$ cat src/pvam_pkg.sv
// Package: constants and types for the process value alarm and error monitor
package pvam_pkg;

   localparam int PV_W = 16;                       // Signed process value width

   // -------------------------------------------------------------------------
   // Setpoint and band defaults and limits
   // -------------------------------------------------------------------------
   localparam logic signed [15:0] ALM_SP_LOW_DEF  = -16'sd200;
   localparam logic signed [15:0] ALM_SP_HIGH_DEF = 16'sd1300;
   localparam logic signed [15:0] DEV_BAND_MIN    = -16'sd999;
   localparam logic signed [15:0] DEV_BAND_MAX    = 16'sd999;
   localparam logic signed [15:0] DEV_BAND_DEF    = 16'sd3;
   localparam logic signed [15:0] WIN_BAND_MIN    = 16'sd3;
   localparam logic signed [15:0] WIN_BAND_MAX    = 16'sd999;
   localparam logic signed [15:0] WIN_BAND_DEF    = 16'sd3;
   localparam logic signed [15:0] SP_DEF          = -16'sd200;
   localparam logic signed [15:0] ZERO_LVL_DEF    = 16'sd0;

   // Flash blink divider: 250 ms half period at 40 MHz
   localparam int CLK_HZ        = 40_000_000;
   localparam int FLASH_MS      = 250;
   localparam int FLASH_CYCLES  = CLK_HZ / 1000 * FLASH_MS;

   // Alarm types
   typedef enum logic [2:0] {
      ALM_NONE, ALM_PROC_LOW, ALM_PROC_HIGH, ALM_DEV_BAND, ALM_WIN_BAND
   } pvam_alarm_t;

   // Input families
   typedef enum logic [1:0] {
      IN_TC, IN_RTD, IN_LINEAR
   } pvam_input_t;

   // Sensor break valve strategy
   typedef enum logic [1:0] {
      BRK_HOLD, BRK_CLOSE, BRK_OPEN
   } pvam_brk_t;

   // Status bit positions
   localparam int ST_UNDER = 0;
   localparam int ST_OVER  = 1;
   localparam int ST_OPEN  = 2;
   localparam int ST_ALARM = 3;
   localparam int ST_W     = 4;

endpackage : pvam_pkg

$ cat src/pvam_monitor.sv
// Process value alarm evaluation, error detection and error response
// ----------------------------------------------------------------------------
// Notes on behaviour
// - Process low alarms when value at or below setpoint
// - Process high alarms when value at or above setpoint
// - Signed deviation band alarms beyond setpoint plus band
// - Window band alarms outside symmetric band around setpoint
// - Setpoints and alarm settings writable only when enabled
// - Tuning uses main setpoint; active setpoint main unless auxiliary
// - Out of range or open input flashes error
// - Range error keeps reverse drive relay energised
// - Temperature sensor break follows valve strategy setting
// - Open linear input shows zero level scaled value
// - Open RTD compensating lead raises no error
// - Any value error aborts running tuning
// - Value error holds profile and lights lamp steadily
// - Under-range evaluates alarm at range minimum
// - Over-range evaluates alarm at range maximum
// - Open input over-range for temperature, under for linear
// - Beyond linearisation table flags sensor open message
// - Temperature sensor break opens loop, valve per strategy
// ----------------------------------------------------------------------------
`timescale 1ns/1ps

module pvam_monitor
   import pvam_pkg::*;
#(
   parameter int FLASH_DIV = FLASH_CYCLES
) (
   input  wire logic                    clk,
   input  wire logic                    rst,
   // Front end (asynchronous to this clock)
   input  wire logic signed [15:0]      rawValue,
   input  wire logic                    sensorOpen,
   input  wire logic                    leadOpen,
   input  wire logic                    tableExceeded,
   // Configuration from the settings store
   input  wire pvam_pkg::pvam_input_t   inputType,
   input  wire logic signed [15:0]      rangeMin,
   input  wire logic signed [15:0]      rangeMax,
   input  wire logic signed [15:0]      zeroLevelValue,
   input  wire pvam_pkg::pvam_brk_t     brkStrategy,
   input  wire logic                    auxModeEn,
   input  wire logic                    auxSelect,
   input  wire logic                    adjustEn,
   input  wire logic                    tuningRunning,
   input  wire logic                    profileRunning,
   input  wire logic                    loopRaise,
   input  wire logic                    loopLower,
   // Register port
   input  wire logic [3:0]              regAddr,
   input  wire logic [15:0]             regWdata,
   input  wire logic                    regWr,
   input  wire logic                    regRd,
   output logic [15:0]                  regRdata,
   // Responses
   output logic signed [15:0]           processValue,
   output logic signed [15:0]           activeSetpoint,
   output logic signed [15:0]           tuneSetpoint,
   output logic                         errorFlash,
   output logic                         sensorOpenMessage,
   output logic                         underRange,
   output logic                         overRange,
   output logic                         openSensor,
   output logic                         alarm,
   output logic                         fwdDriveRelay,
   output logic                         reverseDriveRelay,
   output logic                         openLoop,
   output logic                         tuneAbort,
   output logic                         profileHold,
   output logic                         profileHoldLamp,
   output logic                         irq
);

   // --------------------------------------------------------------------------
   // Register map
   // --------------------------------------------------------------------------
   localparam logic [3:0] A_ALMTYPE = 4'h0;
   localparam logic [3:0] A_ALMSP   = 4'h1;
   localparam logic [3:0] A_DEVBAND = 4'h2;
   localparam logic [3:0] A_WINBAND = 4'h3;
   localparam logic [3:0] A_CTRLSP  = 4'h4;
   localparam logic [3:0] A_AUXSP   = 4'h5;
   localparam logic [3:0] A_STATUS  = 4'h6;
   localparam logic [3:0] A_MASK    = 4'h7;
   localparam logic [3:0] A_PV      = 4'h8;

   // A divider below two cannot make a blink phase, so refuse it
   if (FLASH_DIV < 2) begin : gBadDiv
      $error("FLASH_DIV too small");
   end

   // Saturating clamp, used for both band settings
   function automatic logic signed [15:0] clampVal(
      input logic signed [15:0] v,
      input logic signed [15:0] lo,
      input logic signed [15:0] hi);
      clampVal = (v < lo) ? lo : ((v > hi) ? hi : v);
   endfunction : clampVal

   // --------------------------------------------------------------------------
   // Input synchronisers
   // --------------------------------------------------------------------------
   logic signed [15:0] rawS1_r, rawS2_r;
   logic [2:0]         flgS1_r, flgS2_r;

   // Two stages; stage one is read only by stage two
   always_ff @(posedge clk) begin
      if (rst) begin
         rawS1_r <= 16'sh0000;
         rawS2_r <= 16'sh0000;
         flgS1_r <= 3'h0;
         flgS2_r <= 3'h0;
      end else begin
         rawS1_r <= rawValue;
         rawS2_r <= rawS1_r;
         flgS1_r <= {tableExceeded, leadOpen, sensorOpen};
         flgS2_r <= flgS1_r;
      end
   end

   logic sOpen, sLead, sTable;
   assign sOpen  = flgS2_r[0];
   assign sLead  = flgS2_r[1];
   assign sTable = flgS2_r[2];

   // --------------------------------------------------------------------------
   // Settings registers
   // --------------------------------------------------------------------------
   pvam_alarm_t        almType_r;
   logic signed [15:0] almSp_r, devBand_r, winBand_r, ctrlSp_r, auxSp_r;
   logic [ST_W-1:0]    mask_r;
   logic               setptWr;

   // Operator writes to setpoints only with supervisory enable
   assign setptWr = regWr && adjustEn;

   always_ff @(posedge clk) begin
      if (rst) begin
         almType_r <= ALM_NONE;
         almSp_r   <= ALM_SP_LOW_DEF;
         devBand_r <= DEV_BAND_DEF;
         winBand_r <= WIN_BAND_DEF;
         ctrlSp_r  <= SP_DEF;
         auxSp_r   <= SP_DEF;
         mask_r    <= '0;
      end else begin
         if (setptWr && regAddr == A_ALMTYPE) begin
            almType_r <= pvam_alarm_t'(regWdata[2:0]);
            // Type change reloads its documented default setpoint
            if (regWdata[2:0] == 3'(ALM_PROC_HIGH))
               almSp_r <= ALM_SP_HIGH_DEF;
            else
               almSp_r <= ALM_SP_LOW_DEF;
         end else if (setptWr && regAddr == A_ALMSP) begin
            almSp_r <= regWdata;
         end else if (setptWr && regAddr == A_DEVBAND) begin
            devBand_r <= clampVal(regWdata, DEV_BAND_MIN,
                                  DEV_BAND_MAX);
         end else if (setptWr && regAddr == A_WINBAND) begin
            winBand_r <= clampVal(regWdata, WIN_BAND_MIN,
                                  WIN_BAND_MAX);
         end else if (setptWr && regAddr == A_CTRLSP) begin
            ctrlSp_r <= regWdata;
         end else if (setptWr && regAddr == A_AUXSP) begin
            auxSp_r <= regWdata;
         end
         // Mask is not an operator setpoint and is always writable
         if (regWr && regAddr == A_MASK) mask_r <= regWdata[ST_W-1:0];
      end
   end

   // --------------------------------------------------------------------------
   // Error classification (combinational, same cycle as inputs settle)
   // --------------------------------------------------------------------------
   logic isTemp, brkOpen, errUnder, errOver, errAny;
   assign isTemp  = (inputType != IN_LINEAR);
   // Lead-only open on an RTD is not a break; table overflow on a temperature input is
   assign brkOpen = sOpen || (isTemp && sTable);
   assign errUnder = (!brkOpen && rawS2_r < rangeMin)
                   || (brkOpen && !isTemp);
   assign errOver  = (!brkOpen && rawS2_r > rangeMax)
                   || (brkOpen && isTemp);
   assign errAny   = errUnder || errOver;

   // Value seen by alarm logic is pinned to the range end on an error
   logic signed [15:0] evalPv, dispPv;
   always_comb begin
      if (errUnder)      evalPv = rangeMin;
      else if (errOver)  evalPv = rangeMax;
      else               evalPv = rawS2_r;
      // Open linear input reads as the zero-signal scaled value
      if (brkOpen && !isTemp) dispPv = zeroLevelValue;
      else                    dispPv = rawS2_r;
   end

   // --------------------------------------------------------------------------
   // Alarm evaluation
   // --------------------------------------------------------------------------
   logic signed [17:0] spExt, devLim, winHi, winLo, pvExt;
   logic               almNow;
   always_comb begin
      spExt  = 18'(ctrlSp_r);
      pvExt  = 18'(evalPv);
      devLim = spExt + 18'(devBand_r);
      winHi  = spExt + 18'(winBand_r);
      winLo  = spExt - 18'(winBand_r);
      almNow = 1'b0;
      case (almType_r)
         ALM_PROC_LOW:  almNow = (evalPv <= almSp_r);
         ALM_PROC_HIGH: almNow = (evalPv >= almSp_r);
         ALM_DEV_BAND: begin
            if (devBand_r >= 0) almNow = (pvExt > devLim);
            else                almNow = (pvExt < devLim);
         end
         ALM_WIN_BAND:  almNow = (pvExt > winHi) || (pvExt < winLo);
         default:       almNow = 1'b0;
      endcase
   end

   // --------------------------------------------------------------------------
   // Flash timebase for the error message
   // --------------------------------------------------------------------------
   logic [31:0] flashCnt_r;
   logic        flashPh_r;
   always_ff @(posedge clk) begin
      if (rst) begin
         flashCnt_r <= '0;
         flashPh_r  <= 1'b0;
      end else if (flashCnt_r == 32'(FLASH_DIV - 1)) begin
         flashCnt_r <= '0;
         flashPh_r  <= ~flashPh_r;
      end else begin
         flashCnt_r <= flashCnt_r + 32'd1;
      end
   end

   // --------------------------------------------------------------------------
   // Registered responses
   // --------------------------------------------------------------------------
   always_ff @(posedge clk) begin
      if (rst) begin
         processValue      <= 16'sh0000;
         activeSetpoint    <= SP_DEF;
         tuneSetpoint      <= SP_DEF;
         underRange        <= 1'b0;
         overRange         <= 1'b0;
         openSensor        <= 1'b0;
         alarm             <= 1'b0;
         errorFlash        <= 1'b0;
         sensorOpenMessage <= 1'b0;
      end else begin
         processValue      <= dispPv;
         // Auxiliary applies only when its mode is on and selected
         activeSetpoint    <= (auxModeEn && auxSelect) ? auxSp_r
                                                       : ctrlSp_r;
         tuneSetpoint      <= ctrlSp_r;
         underRange        <= errUnder;
         overRange         <= errOver;
         openSensor        <= brkOpen;
         alarm             <= almNow;
         errorFlash        <= (errAny || brkOpen) && flashPh_r;
         sensorOpenMessage <= brkOpen && isTemp && flashPh_r;
      end
   end

   // Valve drive: reverse relay pinned during range errors; a temperature
   // break overrides with the chosen strategy, open loop ignores control.
   always_ff @(posedge clk) begin
      if (rst) begin
         fwdDriveRelay     <= 1'b0;
         reverseDriveRelay <= 1'b0;
         openLoop          <= 1'b0;
      end else if (brkOpen && isTemp) begin
         openLoop          <= 1'b1;
         fwdDriveRelay     <= (brkStrategy == BRK_OPEN);
         reverseDriveRelay <= (brkStrategy == BRK_CLOSE);
      end else if (errAny) begin
         openLoop          <= 1'b0;
         fwdDriveRelay     <= 1'b0;
         reverseDriveRelay <= 1'b1;
      end else begin
         openLoop          <= 1'b0;
         fwdDriveRelay     <= loopRaise && !loopLower;
         reverseDriveRelay <= loopLower && !loopRaise;
      end
   end

   // Tuning abort held while an error stands, and profile hold with a steady lamp
   always_ff @(posedge clk) begin
      if (rst) begin
         tuneAbort       <= 1'b0;
         profileHold     <= 1'b0;
         profileHoldLamp <= 1'b0;
      end else begin
         tuneAbort       <= (errAny || brkOpen) && tuningRunning;
         profileHold     <= (errAny || brkOpen) && profileRunning;
         profileHoldLamp <= (errAny || brkOpen) && profileRunning;
      end
   end

   // --------------------------------------------------------------------------
   // Sticky status, mask, interrupt and read port
   // --------------------------------------------------------------------------
   logic [ST_W-1:0] status_r, stEvt;
   logic            stClr;
   assign stEvt = {almNow, brkOpen, errOver, errUnder};
   assign stClr = regRd && regAddr == A_STATUS;

   // Set wins over the read clear so no event is lost
   always_ff @(posedge clk) begin
      if (rst) status_r <= '0;
      else     status_r <= (stClr ? '0 : status_r) | stEvt;
   end

   always_ff @(posedge clk) begin
      if (rst) irq <= 1'b0;
      else     irq <= |(((stClr ? '0 : status_r) | stEvt) & mask_r);
   end

   // Read data valid in the cycle after the strobe
   always_ff @(posedge clk) begin
      if (rst) begin
         regRdata <= 16'h0000;
      end else if (regRd) begin
         if (regAddr == A_ALMTYPE)      regRdata <= {13'h0000, almType_r};
         else if (regAddr == A_ALMSP)   regRdata <= almSp_r;
         else if (regAddr == A_DEVBAND) regRdata <= devBand_r;
         else if (regAddr == A_WINBAND) regRdata <= winBand_r;
         else if (regAddr == A_CTRLSP)  regRdata <= ctrlSp_r;
         else if (regAddr == A_AUXSP)   regRdata <= auxSp_r;
         else if (regAddr == A_STATUS)  regRdata <= {12'h000, status_r};
         else if (regAddr == A_MASK)    regRdata <= {12'h000, mask_r};
         else if (regAddr == A_PV)      regRdata <= dispPv;
         else                           regRdata <= 16'h0000;
      end else begin
         regRdata <= 16'h0000;
      end
   end

   // --------------------------------------------------------------------------
   // Assertions
   // --------------------------------------------------------------------------
   lowAlarm_a: assert property (@(posedge clk) disable iff (rst)
      (almType_r == ALM_PROC_LOW && !errAny && rawS2_r <= almSp_r
       && $stable(almType_r)) |=> alarm)
      else $error("process low alarm missing");

   highAlarm_a: assert property (@(posedge clk) disable iff (rst)
      (almType_r == ALM_PROC_HIGH && !errAny && rawS2_r < almSp_r)
      |=> !alarm)
      else $error("process high alarm false");

   devBand_a: assert property (@(posedge clk) disable iff (rst)
      devBand_r >= DEV_BAND_MIN && devBand_r <= DEV_BAND_MAX)
      else $error("deviation band out of limits");

   winBand_a: assert property (@(posedge clk) disable iff (rst)
      winBand_r >= WIN_BAND_MIN && winBand_r <= WIN_BAND_MAX)
      else $error("window band out of limits");

   lockedSp_a: assert property (@(posedge clk) disable iff (rst)
      (!adjustEn) |=> $stable(ctrlSp_r) && $stable(auxSp_r))
      else $error("setpoint changed while locked");

   tuneSp_a: assert property (@(posedge clk) disable iff (rst)
      ##1 tuneSetpoint == $past(ctrlSp_r))
      else $error("tuning setpoint not main");

   revRelay_a: assert property (@(posedge clk) disable iff (rst)
      (errAny && !(brkOpen && isTemp)) |=> reverseDriveRelay
      && !fwdDriveRelay)
      else $error("reverse relay not held on error");

   tuneAbort_a: assert property (@(posedge clk) disable iff (rst)
      (errOver && tuningRunning) |=> tuneAbort)
      else $error("tuning not aborted on error");

   lampHold_a: assert property (@(posedge clk) disable iff (rst)
      (errUnder && profileRunning) [*2] |=> profileHoldLamp
      && $past(profileHoldLamp))
      else $error("profile lamp not steady on error");

   openClass_a: assert property (@(posedge clk) disable iff (rst)
      (sOpen && inputType == IN_LINEAR) |=> underRange && !overRange)
      else $error("linear open not under-range");

endmodule : pvam_monitor

$ cat config.mk
export PLATFORM = sky130hd
export DESIGN_NAME = pvam_monitor
export DESIGN_NICKNAME = d
export VERILOG_FILES = /design/src/pvam_pkg.sv /design/src/pvam_monitor.sv
export SDC_FILE = /design/constraint.sdc
export NUM_CORES = 1
export LEC_CHECK = 0
export BUFFER_PORTS_ARGS = -buffer_cell sky130_fd_sc_hd__buf_2
export CAP_MARGIN = 20
export CORE_ASPECT_RATIO = 1.4
export CORE_MARGIN = 10
export CORE_UTILIZATION = 55
export DETAILED_ROUTE_END_ITERATION = 10
export PLACE_DENSITY = 0.77
export SYNTH_ARGS = -nofsm -noshare
export SYNTH_HDL_FRONTEND = slang
export SYNTH_SLANG_ARGS = --single-unit
$ cat constraint.sdc
create_clock -name clk -period 6.4 [get_ports clk]
set_input_delay 1.28 -clock clk [delete_from_list [all_inputs] [get_ports clk]]
set_output_delay 1.28 -clock clk [all_outputs]
set_load 0.1 [all_outputs]
==> results.md <==
* Status: completed
* DR pass1 iterations at 8
* Syn. warnings at 0
* Post_cts resized at 0
* Met2 usage at between 40% and 50%
* Core area at 24500 um^2
* Fin nets at ~2100
* Die Area at 31460 um^2
* Crit path time final at 5705 ps
* Routed via count at around 13000
* Fill count at 2145
* FFs w/ async S/R, synth at 0%
* Setup TNS Final at 0 ps
* Root buffer cell: clkbuf_16
* Worst Hold Class: reg -> reg
* Worst Path Arrival at 6110 ps
* GRT overflow at 0
* Seq/Total Area, Yosys at 34.79%
* Width of the die at approximately 150 um
* Synthesis-to-finish area growth at 14.56%
* Top FF cell, synth: dfxtp_1
* Top-area cell type share of the netlist area at 34.79%
* First-pass GRT wire length at between 60 and 70 mm
* Total clock buffers created by CTS at 23
* CP startpoint: rangeMax[15]
* Fin worst setup slack at 695.0 ps
* Cell Area, Synth at 13580 um^2
* Pleak at 7.142 nW
* Setup Buffers After CTS at 0
* Hold path depth at 1
* PwrDens at ~230 nW/um^2
* Unrepaired setup endpoints after global routing: no
* Post-synthesis cell type count at 78
* Clock latency on the worst-skew pair at around 550 ps
* NetSw at just over 1 mW
* Initial antenna violation count at 0
* # diodes at 0
* Least-Margin Pin Slew at 1115 ps
* Final Cycle Share at slightly below 90%
* Slew Limit Fails at 0
* DRT Wirelength at 43.36 mm
* Final setup viols at 0
* Setup slack at placement at 230.7 ps
* Starting DRT DRC Count at 1101
* Syn Nets at 1893
* Cell-internal power at between 2 and 2.5 mW
* Maxcap violations at 0
* CTS tree: done
* Share of layout cells above drive strength 1 at 14.99%
* Hold Crit Endpoint: rawS2_r[8]
* # IOs at 179
* R2R setup slack at between 1000 and 1500 ps
* Crit. End Element: flip-flop
* Worst reg2reg endpoint: status_r[3]
* Final Hold Vio Count at 0
* Grt met1 use at 28.74%
* Hold path start: rawS1_r[8]
* Reg clk slew, reported paths at 60 ps
* Synth Area per Inst at ~8.3 um^2
* Peak VDD IR at between 200 and 250 uV
* CTS Hold Buffers Added at 0
* Register share of total power at 43.4%
* Cell area after layout at 15560 um^2
* Drt wl/cell at about 20 um
* Clock Skew at 7.124 ps
* # rows at 68
* Most common cell after layout, fill and taps aside: dfxtp_1
* Most frequent cells in the layout: 236 x dfxtp_1, 224 x nand2_1, 176 x buf_2
* Initial core utilization at between 50 and 60%
* Clock Power Share at 39.8%
* Rel. slew slack at 24.90%
* Fmax at roughly 180 MHz
* Cells after synthesis at 1642
* Routed Antenna Nets at 0
* Seq cells post-synth at 236
* Startpoint Class: primary input
* All-Layer GR Usage at 26.39%
* WP data required at 6800 ps
* Reg2reg start: rawS2_r[1]
* Logic pwr share at between 10% and 20%
* Setup CP Type: in -> reg
* Post-DR vias/cell at between 5 and 6
* Ranking of synthesized cells by area: dfxtp_1 35%, ha_1 13%, nand2_1 6.2%
* Final HPWL DP at 34.01 mm
* Clk sinks at approximately 240
* Met3 GRT Util at 5.809%
* Vias in the first global route at 12410
* CP max FO at 12
* Clock tree buffer depth at 3
* Die Y-Extent at 205.9 um
* Largest area contributor in the synthesized netlist: dfxtp_1
* R2r worst-path depth at 17
* GPL Wtd Cong at 0.9882
* Post-synth EDFFs at 0
* Dpl cell area at roughly 15000 um^2
* Hold WS at 430.5 ps
* Layer with the highest usage: met2
* Drt drc at 0
* Largest net degree at the start of global routing at 83
* Switching Fraction at 29.02%
* Port Buffers at 177
* H-tree depth at 1
-- worst max path at each step --
| stage | to | cells after the start |
|---|---|---|
| 6_report | status_r[3] | 19 |
| 5_1_grt | status_r[3] | 19 |
| 4_1_cts | status_r[3] | 19 |
| 3_5_place_dp | status_r[3] | 19 |
| 3_3_place_gp | status_r[3] | 19 |
| 2_1_floorplan | status_r[3] | 19 |
-- layer usage --
metal | vias up | routed length [um]
li1 | 6071 | -
met1 | 5934 | 16060
met2 | 605 | 21090
met3 | 144 | 3390
met4 | 0 | 2815
met5 | - | 0
-- power by group through the flow --
| stage | Clock [mW] | Combinational [mW] | Sequential, mW |
|---|---|---|---|
| 2_1_floorplan | 0 | 0.310 | 1.64 |
| 3_3_place_gp | 0 | 0.569 | 1.55 |
| 3_5_place_dp | 0 | 0.582 | 1.56 |
| 4_1_cts | 1.42 | 0.585 | 1.52 |
| 5_1_grt | 1.48 | 0.646 | 1.53 |
| 6_report | 1.40 | 0.592 | 1.52 |
-- sequential cells by signal, indices dropped and copies added (netlist names), 4 cells and up --
signal	flops
ctrlSp_r	16
status_r	4
processValue	16
auxSp_r	16
almSp_r	16
rawS2_r	16
mask_r	4
regRdata	16
winBand_r	16
rawS1_r	16
activeSetpoint	16
devBand_r	16
flashCnt_r	32
tuneSetpoint	16
-- cell usage after synthesis, drive strengths merged (9+ instances only) --
library cell	instances
a22oi	21
buf	11
o31ai	9
nand4	27
nor3	36
dfxtp	236
inv	101
nand3	67
xnor2	41
clkbuf	59
mux2i	38
a211oi	10
o21ai	76
nor2b	55
nor2	117
and3	13
a21o	21
o211ai	10
a222oi	13
a21oi	102
ha	146
or2	16
a31oi	26
nand2b	30
xor2	28
nand2	224
-- metrics by stage --
step                      power (mW)  std cells  utilization, %
after floorplan                1.954       1642               -
after global placement         2.123       2086           60.26
after detailed placement       2.138       2086           60.26
after CTS                      3.523       2127           63.39
after global routing           3.653       2130           63.49
final                          3.514       2130           63.49
-- critical path: stages --
cell	delay, ps
buf_2	90
inv_1	40
ha_1	320
inv_1	50
a221oi_1	380
o21ai_0	180
o211a_1	230
nor2_4	410
mux2i_1	130
o21ai_0	870
ha_1	300
a21o_1	130
a21o_1	100
a21oi_1	90
a2111oi_0	590
nor2b_1	300
o311ai_4	130
a31oi_2	360
o22ai_1	120
-- cell type report --
cell class | count | area (um^2) | area share [%]
Tap cell | 315 | 394.1 | 2.534
Clock buffer | 32 | 649.4 | 4.174
Sequential cell | 236 | 4725 | 30.37
Multi-Input combinational cell | 1235 | 8214 | 52.80
Inverter | 101 | 379.1 | 2.437
Clock inverter | 9 | 118.9 | 0.7641
Timing Repair Buffer | 202 | 1076 | 6.917
-- kinds of logic (layout without fill, tap and decap cells) --
family / Yosys count / in the layout / share of synthesized area (%)
AND/OR/NAND/NOR: 629 / 629 / 22.31
buffers and inverters: 171 / 344 / 4.856
AO/OA/AOI/OAI: 349 / 349 / 16.82
adder cells (fa/ha/maj): 149 / 149 / 13.89
XOR/XNOR: 69 / 69 / 4.450
multiplexers: 39 / 39 / 2.884
flip-flops: 236 / 236 / 34.79
No activity file was read; power rests on OpenSTA's default activity.
